### config.mk
export PLATFORM = sky130hd
export DESIGN_NAME = fca_alu
export DESIGN_NICKNAME = d
export VERILOG_FILES = /design/src/logic/fca_alu.v /design/src/logic/fca_calc.v /design/src/logic/fca_regfile.v
export VERILOG_INCLUDE_DIRS = /design/src /design/src/logic
export SDC_FILE = /design/constraint.sdc
export NUM_CORES = 2
export LEC_CHECK = 0
export BUFFER_PORTS_ARGS = -buffer_cell sky130_fd_sc_hd__buf_4
export CAP_MARGIN = 5
export CELL_PAD_IN_SITES_DETAIL_PLACEMENT = 0
export CELL_PAD_IN_SITES_GLOBAL_PLACEMENT = 1
export CORE_UTILIZATION = 40
export CTS_BUF_LIST = sky130_fd_sc_hd__clkbuf_8
export DETAILED_ROUTE_END_ITERATION = 12
export GPL_TIMING_DRIVEN = 0
export PLACE_DENSITY = 0.68
export SYNTH_ARGS = -nofsm -noshare
export SYNTH_HDL_FRONTEND = slang
export SYNTH_SLANG_ARGS = --single-unit
### constraint.sdc
create_clock -name sys_clk -period 6 [get_ports sys_clk]
set_clock_uncertainty 0.2 [all_clocks]
set_input_delay 1.2 -clock sys_clk [delete_from_list [all_inputs] [get_ports sys_clk]]
set_output_delay 1.2 -clock sys_clk [all_outputs]
set_load 0.005 [all_outputs]
### src/logic/fca_defs.vh
// Purpose: shared constants of the flag/clear/invert/compare datapath
// Assumes: plain Verilog-2005, included by bare name
// Notes: definitions only
`ifndef FCA_DEFS_VH
`define FCA_DEFS_VH

// register bus map (index of the flag word is its register address)
`define FCA_FLAGS_IDX 8'hd5
`define FCA_FLAGS_ADDR 12'h354
`define FCA_STAT_ADDR 12'h358
`define FCA_FLAGS_RST 8'h00

// status word fields
`define FCA_ST_BUSY 0
`define FCA_ST_BADOP 1
`define FCA_ST_OP_LO 8

// flag bit positions inside the flag word
`define FCA_F_CARRY 7
`define FCA_F_ZERO 6
`define FCA_F_SIGN 5
`define FCA_F_OVF 4
`define FCA_F_DEC 3
`define FCA_F_HALF 2

// opcodes
`define FCA_OP_FLIP 8'hef
`define FCA_OP_ZERO_R 8'hb0
`define FCA_OP_ZERO_IR 8'hb1
`define FCA_OP_INV_R 8'h60
`define FCA_OP_INV_IR 8'h61
`define FCA_OP_CMP 8'ha4

// operation kinds inside the datapath
`define FCA_K_FLIP 2'h0
`define FCA_K_ZERO 2'h1
`define FCA_K_INV 2'h2
`define FCA_K_CMP 2'h3

// instruction cycles and lengths in bytes
`define FCA_INS_CYCLES 4
`define FCA_LEN_FLIP 2'h1
`define FCA_LEN_TWO 2'h2
`define FCA_LEN_CMP 2'h3

`endif

### src/logic/fca_alu.v
// Purpose: execution datapath for flip-carry, zero-fill, invert, compare
// Assumes: decoder presents one instruction at a time; AHB-Lite slave
// Notes: every instruction takes four cycles from accept to done pulse
`timescale 1ns/100ps
`include "fca_defs.vh"

// Behaviour
// - flip-carry, opcode ef, one byte, four cycles, inverts the carry flag
// - flip-carry leaves every other flag bit as it was
// - flag word lives at register address d5, in the register space
// - zero-fill writes 00 to its destination and touches no flag
// - zero-fill: two bytes, four cycles; b0 direct, b1 through a pointer
// - invert writes the one's complement of the destination back
// - invert: two bytes, four cycles; 60 direct, 61 through a pointer
// - invert sets zero and sign from result, clears overflow, keeps others
// - compare subtracts source from destination, writes neither operand
// - compare sets carry on borrow, source above destination
// - compare sets zero and sign from the difference, keeps others
// - compare overflow: opposite operand signs, result signed as source
module fca_alu (
  // clock and reset
  input wire sys_clk,
  input wire rst_n,
  // instruction from the decoder
  input wire ins_valid,
  input wire [7:0] ins_opcode,
  input wire [7:0] ins_dst,
  input wire [7:0] ins_src,
  output reg ins_ready,
  output reg ins_done,
  output reg [1:0] ins_bytes,
  // flag word to the rest of the core
  output reg [7:0] status_flag_word,
  // ahb-lite slave
  input wire hsel,
  input wire [31:0] haddr,
  input wire [1:0] htrans,
  input wire hwrite,
  input wire [2:0] hsize,
  input wire hready,
  input wire [31:0] hwdata,
  output reg hreadyout,
  output reg hresp,
  output reg [31:0] hrdata
);
  localparam ST_IDLE = 2'h0;
  localparam ST_RD1 = 2'h1;
  localparam ST_RD2 = 2'h2;
  localparam ST_EXE = 2'h3;

  reg [1:0] state;
  reg [1:0] op_kind;
  reg op_ind;
  reg op_ok;
  reg [7:0] op_code;
  reg [7:0] op_dst;
  reg [7:0] op_src;
  reg [7:0] d1;
  reg [7:0] last_rd_addr;
  reg wr_en;
  reg [7:0] wr_addr;
  reg [7:0] wr_data;
  reg bad_op;
  reg ap_valid;
  reg ap_write;
  reg [11:0] ap_addr;

  reg [7:0] rd_addr;
  reg [1:0] dec_kind;
  reg dec_ind;
  reg dec_ok;
  reg [1:0] dec_len;
  reg [7:0] base_flags;
  reg [7:0] next_flags;
  reg [31:0] rd_mux;
  wire [7:0] mem_rd;
  wire [7:0] rd_q;
  wire [7:0] dval;
  wire [7:0] target;
  wire [7:0] calc_result;
  wire calc_wr;
  wire [7:0] calc_flags;
  wire accept;
  wire ap_take;
  wire bus_flag_wr;
  wire bus_stat_wr;

  assign accept = ins_ready & ins_valid;
  assign ap_take = hsel & hready & htrans[1];
  assign bus_flag_wr = ap_valid & ap_write &
    (ap_addr == `FCA_FLAGS_ADDR);
  assign bus_stat_wr = ap_valid & ap_write &
    (ap_addr == `FCA_STAT_ADDR);

  // opcode decode
  always @* begin
    dec_kind = `FCA_K_FLIP;
    dec_ind = 1'b0;
    dec_ok = 1'b1;
    dec_len = `FCA_LEN_TWO;
    case (ins_opcode)
      `FCA_OP_FLIP: begin
        dec_kind = `FCA_K_FLIP;
        dec_len = `FCA_LEN_FLIP;
      end
      `FCA_OP_ZERO_R: begin
        dec_kind = `FCA_K_ZERO;
      end
      `FCA_OP_ZERO_IR: begin
        dec_kind = `FCA_K_ZERO;
        dec_ind = 1'b1;
      end
      `FCA_OP_INV_R: begin
        dec_kind = `FCA_K_INV;
      end
      `FCA_OP_INV_IR: begin
        dec_kind = `FCA_K_INV;
        dec_ind = 1'b1;
      end
      `FCA_OP_CMP: begin
        dec_kind = `FCA_K_CMP;
        dec_len = `FCA_LEN_CMP;
      end
      default: begin
        dec_ok = 1'b0;
        dec_len = `FCA_LEN_FLIP;
      end
    endcase
  end

  // read address per step: first the destination or its pointer,
  // then the pointed-to register or the source
  always @* begin
    case (state)
      ST_RD1: rd_addr = op_dst;
      ST_RD2: rd_addr = op_ind ? rd_q : op_src;
      default: rd_addr = op_dst;
    endcase
  end

  // the flag word answers reads at its register address
  assign rd_q = (last_rd_addr == `FCA_FLAGS_IDX) ? status_flag_word : mem_rd;
  assign dval = op_ind ? rd_q : d1;
  assign target = op_ind ? d1 : op_dst;

  fca_regfile u_regfile (
    .sys_clk(sys_clk),
    .rd_addr(rd_addr),
    .rd_data(mem_rd),
    .wr_en(wr_en),
    .wr_addr(wr_addr),
    .wr_data(wr_data)
  );

  // a write aimed at the flag word lands there, then flags overlay it
  always @* begin
    base_flags = status_flag_word;
    if (bus_flag_wr) begin
      base_flags = hwdata[7:0];
    end
    if (calc_wr && target == `FCA_FLAGS_IDX) begin
      base_flags = calc_result;
    end
  end

  fca_calc u_calc (
    .kind(op_kind),
    .dval(dval),
    .sval(rd_q),
    .flags_in(base_flags),
    .result(calc_result),
    .wr(calc_wr),
    .flags_out(calc_flags) // bit layout fixed in the defs header
  );

  // instruction update wins over a bus write in the same cycle;
  // an unknown opcode rides the flip slot but must not flip the carry
  always @* begin
    next_flags = status_flag_word;
    if (state == ST_EXE && op_ok) begin
      next_flags = calc_flags;
    end else if (bus_flag_wr) begin
      next_flags = hwdata[7:0];
    end
  end

  // sequencer: accept, read, read, execute; done follows the execute edge
  always @(posedge sys_clk or negedge rst_n) begin
    if (!rst_n) begin
      state <= ST_IDLE;
      op_kind <= `FCA_K_FLIP;
      op_ind <= 1'b0;
      op_ok <= 1'b0;
      op_code <= 8'h00;
      op_dst <= 8'h00;
      op_src <= 8'h00;
      d1 <= 8'h00;
      last_rd_addr <= 8'h00;
      wr_en <= 1'b0;
      wr_addr <= 8'h00;
      wr_data <= 8'h00;
      ins_ready <= 1'b1;
      ins_done <= 1'b0;
      ins_bytes <= 2'h0;
      status_flag_word <= `FCA_FLAGS_RST;
    end else begin
      last_rd_addr <= rd_addr;
      status_flag_word <= next_flags;
      wr_en <= 1'b0;
      ins_done <= 1'b0;
      case (state)
        ST_IDLE: begin
          // ready only after the last write has landed
          ins_ready <= 1'b1;
          if (accept) begin
            ins_ready <= 1'b0;
            op_kind <= dec_ok ? dec_kind : `FCA_K_FLIP;
            op_ind <= dec_ind;
            op_ok <= dec_ok;
            op_code <= ins_opcode;
            op_dst <= ins_dst;
            op_src <= ins_src;
            ins_bytes <= dec_len;
            state <= dec_ok ? ST_RD1 : ST_RD1;
          end
        end
        ST_RD1: begin
          state <= ST_RD2;
        end
        ST_RD2: begin
          d1 <= rd_q;
          state <= ST_EXE;
        end
        ST_EXE: begin
          // flag word is never mirrored into the register file
          wr_en <= calc_wr & (target != `FCA_FLAGS_IDX) &
            (op_code != 8'h00 || op_kind != `FCA_K_FLIP);
          wr_addr <= target;
          wr_data <= calc_result;
          ins_done <= 1'b1; // fourth cycle after accept
          state <= ST_IDLE;
        end
        default: begin
          state <= ST_IDLE;
        end
      endcase
    end
  end

  // unknown opcodes run the four-cycle frame with no effect and are
  // reported; they reuse the flip slot, so the flags must be protected
  // here: the sticky bit is set on accept, write one to clear, set wins
  always @(posedge sys_clk or negedge rst_n) begin
    if (!rst_n) begin
      bad_op <= 1'b0;
    end else if (accept && !dec_ok) begin
      bad_op <= 1'b1;
    end else if (bus_stat_wr && hwdata[`FCA_ST_BADOP]) begin
      bad_op <= 1'b0;
    end
  end

  // bus read data
  always @* begin
    rd_mux = 32'h0000_0000;
    case (haddr[11:0])
      `FCA_FLAGS_ADDR: rd_mux = {24'h00_0000, status_flag_word};
      `FCA_STAT_ADDR: begin
        rd_mux[`FCA_ST_BUSY] = ~ins_ready;
        rd_mux[`FCA_ST_BADOP] = bad_op;
        rd_mux[`FCA_ST_OP_LO +: 8] = op_code;
      end
      default: rd_mux = 32'h0000_0000;
    endcase
    if (|haddr[31:12]) begin
      rd_mux = 32'h0000_0000;
    end
  end

  // ahb-lite slave: zero wait states, read data captured at the address
  // phase edge so it stands through the whole data phase
  always @(posedge sys_clk or negedge rst_n) begin
    if (!rst_n) begin
      ap_valid <= 1'b0;
      ap_write <= 1'b0;
      ap_addr <= 12'h000;
      hreadyout <= 1'b1;
      hresp <= 1'b0;
      hrdata <= 32'h0000_0000;
    end else begin
      hreadyout <= 1'b1;
      hresp <= 1'b0;
      if (hready) begin
        ap_valid <= ap_take & ~(|haddr[31:12]);
        ap_write <= hwrite;
        ap_addr <= haddr[11:0];
        if (ap_take && !hwrite) begin
          hrdata <= rd_mux;
        end
      end
    end
  end
endmodule

### src/logic/fca_calc.v
// Purpose: result and flag arithmetic for the four operations
// Assumes: kind encoded as in fca_defs.vh
// Notes: purely combinational
`timescale 1ns/100ps
`include "fca_defs.vh"
module fca_calc (
  // operation
  input wire [1:0] kind,
  input wire [7:0] dval,
  input wire [7:0] sval,
  input wire [7:0] flags_in,
  // results
  output reg [7:0] result,
  output reg wr,
  output reg [7:0] flags_out
);
  reg [8:0] diff;

  always @* begin
    diff = {1'b0, dval} - {1'b0, sval};
    result = 8'h00;
    wr = 1'b0;
    flags_out = flags_in;
    case (kind)
      `FCA_K_FLIP: begin
        // only the carry moves
        flags_out[`FCA_F_CARRY] = ~flags_in[`FCA_F_CARRY];
      end
      `FCA_K_ZERO: begin
        result = 8'h00; // flags left alone
        wr = 1'b1;
      end
      `FCA_K_INV: begin
        result = ~dval;
        wr = 1'b1;
        flags_out[`FCA_F_ZERO] = (~dval == 8'h00);
        flags_out[`FCA_F_SIGN] = ~dval[7];
        flags_out[`FCA_F_OVF] = 1'b0;
      end
      `FCA_K_CMP: begin
        // difference only feeds flags, nothing is written
        flags_out[`FCA_F_CARRY] = diff[8];
        flags_out[`FCA_F_ZERO] = (diff[7:0] == 8'h00);
        flags_out[`FCA_F_SIGN] = diff[7];
        flags_out[`FCA_F_OVF] = (dval[7] ^ sval[7]) &
          (diff[7] == sval[7]);
      end
      default: begin
        wr = 1'b0;
      end
    endcase
  end
endmodule

### src/logic/fca_regfile.v
// Purpose: 256 x 8 register file behind the datapath
// Assumes: one read and one write port, both on sys_clk
// Notes: read data come out of a register, one cycle after the address
`timescale 1ns/100ps
module fca_regfile (
  // clock
  input wire sys_clk,
  // read port
  input wire [7:0] rd_addr,
  output reg [7:0] rd_data,
  // write port
  input wire wr_en,
  input wire [7:0] wr_addr,
  input wire [7:0] wr_data
);
  reg [7:0] mem [0:255];

  // no reset: contents are software-defined, like any register file
  always @(posedge sys_clk) begin
    if (wr_en) begin
      mem[wr_addr] <= wr_data;
    end
    rd_data <= mem[rd_addr];
  end
endmodule

==> summary.md <==
| Metric | Value |
|---|---|
| Failing checks | setup timing |
| Slack of the critical path | -83.6 ps |
| Outcome | finished with violations |
| Crit path cell chain | nand4bb_4, nor4b_2, o32a_1, buf_6, buf_2, buf_2, buf_2, clkbuf_1, a31oi_1, a32oi_1, a31oi_1, nor4_1, o22ai_2 |
| Routability cong. | 0.997 |
| Leakage dissipation | roughly 0.034 µW |
| Synth area leader | edfxtp_1 |
| Routed WL | between 300 and 400 mm |
| Final Core Density | 0.459 |
| Via count | between 50000 and 60000 |
| Die area | about 0.22 mm² |
| Clock transition at path regs | around 60 ps |
| Layout cells sized above 1 | 0.121 |
| Post-synth EDFFs | about 2000 |
| Die Width | 467 µm |
| First-pass GRT wire length | around 440 mm |
| Critical-path top delay cell | clkbuf_1 |
| # H-tree levels | 5 |
| Endpoints failing setup | 3 |
| GRT Overall Usage | 0.292 |
| Startpoint types | register |
| Largest net degree at the start of global routing | between 90 and 100 |
| Synthesis-stage register bit count | 2162 |
| Register area | 0.0643 mm² |
| Fmax | roughly 0.16 GHz |
| Vias in the first global route | 56186 |
| Clk_lat worst skew | 1130 ps |
| Req. time, crit path | 6600 ps |
| Most common cell in the netlist | edfxtp_1 |
| Cell family with most CP delay | buffers and inverters |
| Top cells by count, synth | edfxtp_1 (2048), nand2_1 (1500), nand3_1 (639), a21oi_1 (443), nor2_1 (300) |
| Clock Tree Buf Depth | 4 |
| Avg Cell Area, Syn | between 10 and 15 µm² |
| Area delta synth->final | 13.9% |
| Max-cap check violation count | 0 |
| 1st-pass router iterations | 6 |
| Yosys warning total | 0 |
| Remaining global-route overflow | 0 |
| Pwr/cell area | approximately 590 mW/mm² |
| Cell count after synthesis | between 6000 and 7000 |
| Top cells by area, synth | edfxtp_1 (71%), nand2_1 (6.5%), nand3_1 (3.7%), dfrtp_1 (3.0%), mux2i_1 (3.0%) |
| Root buffer cell | clkbuf_8 |
| Total CTS buffers | between 300 and 400 |
| Finished Layout Cells | about 10000 |
| Layout Nets | 7118 |
| TritonCTS Sinks | around 2200 |
| Pins over their slew limit | 0 |
| Layout fillers | around 19000 |
| Remaining DRCs | 0 |
| Hold Crit Class | input pin to register |
| DR vias/cell | about 5.9 |
| Post-synthesis cell type count | 77 |
| Post-route minimum period | 6080 ps |
| Initial antenna violation count | 28 |
| Top_reg_cell synth | edfxtp_1 |
| Worst EP arrival | approximately 6700 ps |
| Most used cell, CP | buf_2 |
| Core area | 0.215 mm² |
| Endpoint type of the worst setup path | register |
| Crit Path Max Fanout | 10 |
| Yosys top cell area share | 0.712 |
| Initial DRC Count | around 9500 |
| Buf+Inv Stages, Crit Path | 5 |
| Starting Density | 0.403 |
| Area of the multi-input gates | around 0.02 mm² |
| Peak supply drop | approximately 0.00038 V |
| Asr flop ratio synth | 0.0490 |
| Std cell rows | 170 |
| Setup WS pre-CTS | -826 ps |
| CTS tree | done |
| Tcrit/Tclk final | 1.01 |
| Dpl hpwl | between 200 and 250 mm |
| DRT antenna net count | 0 |
| Endpoints failing hold | 0 |
| Post-CTS setup buffer count | 0 |
| Die height | about 470 µm |
| Critical path type | register to register |
| Mapped Area | approximately 0.086 mm² |
| Worst Tran Pin Value | 1460 ps |
| Slew headroom | 0.0281 |
| DR WL/cell | about 32 µm |
| Post-synthesis sequential area ratio | 0.744 |
| IO buf count | 97 |
| Placed cell count | between 9000 and 10000 |
| I/O pin total | 145 |
| CP max stage delay | 1040 ps |
==> logic make-up (layout without fill, tap and decap cells) <==
family | count (synthesis) | after routing | share of synthesized area
mux | 301 | 301 | 0.0354
buf+inv | 473 | 1253 | 0.0237
simple gates | 2653 | 2653 | 0.131
other cells | 2 | 41 | 0.0000869
xor+xnor | 4 | 4 | 0.000405
flops | 2162 | 2162 | 0.744
compound gates | 873 | 873 | 0.0627
fa+ha+maj | 14 | 14 | 0.00203
==> metrics by stage <==
stage	cell area [µm²]	total power (µW)	hold WS, ps	setup TNS (ps)
2_1_floorplan	86500	31500	243	0
3_3_place_gp	90800	46600	260	-6034920
3_5_place_dp	91700	45200	280	-5490
4_1_cts	98300	57300	94.6	0
5_1_grt	98400	59600	138	-54.3
6_report	98400	58500	154	-111
==> report_power, final <==
group / total [µW] / switching, µW / leakage [µW] / internal, µW
sequential: 18400 / 593 / 0.0202 / 17800
combinational: 27800 / 21500 / 0.0104 / 6370
clock: 12300 / 6100 / 0.00379 / 6180
==> layer usage <==
| layer | global-route usage | routed length (µm) | vias to the layer above |
|---|---|---|---|
| met1 | 0.390 | 125000 | 30006 |
| met5 | 0 | 81 | - |
| met3 | 0.0828 | 39300 | 800 |
| met4 | 0.157 | 18300 | 10 |
| li1 | - | - | 25130 |
| met2 | 0.432 | 142000 | 3936 |
==> placed cells by master (no fill, tap or decap), drive strengths merged, types with 56 or more instances in the layout <==
master	instances
a21oi	443
nor2	302
edfxtp	2048
a31oi	75
inv	146
nor4	56
nand2	1500
clkbuf	597
mux2i	261
dfrtp	105
buf	354
clkinv	139
o22ai	86
nand3	639
==> registers in the layout (all words and copies together), names as in the netlist, 8 cells and up <==
register	count
wr_data	8
ap_addr	12
op_code	8
u_regfile.mem	2048
op_dst	8
u_regfile.rd_data	8
d1	8
hrdata	16
wr_addr	8
op_src	8
status_flag_word	8
last_rd_addr	8
==> final timing paths <==
| kind | startpoint | to | slack, ps | depth (start not counted) |
|---|---|---|---|---|
| hold reg to reg | ap_valid | ap_valid | 300 | 1 |
| max in group asynchronous | rst_n | wr_data[3] | 4370 | 3 |
| hold / removal | ins_dst[2] | op_dst[2] | 150 | 2 |
| min in group asynchronous | rst_n | hrdata[2] | 470 | 2 |
| setup reg to reg | last_rd_addr[3] | u_regfile.rd_data[6] | -80 | 13 |
| setup / recovery | last_rd_addr[3] | u_regfile.rd_data[6] | -80 | 13 |
==> what timing repair did <==
item,4_1_cts,5_1_grt
hold endpoints to repair,35,0
cloned,0,0
hold buffers,1,0
gates resized for setup,32,61
pin swaps,0,0
endpoints found under the setup margin,8,8
==> layout make-up <==
type | instances | area share
Clock buffer | 389 | 0.0544
Timing Repair Buffer | 134 | 0.0160
Multi-Input combinational cell | 3863 | 0.205
Inverter | 32 | 0.00123
Clock inverter | 261 | 0.0121
Buffer | 437 | 0.0208
Sequential cell | 2162 | 0.654
Antenna cell | 23 | 0.000585
Tap cell | 2838 | 0.0361
No activity file was read; power rests on OpenSTA's default activity.
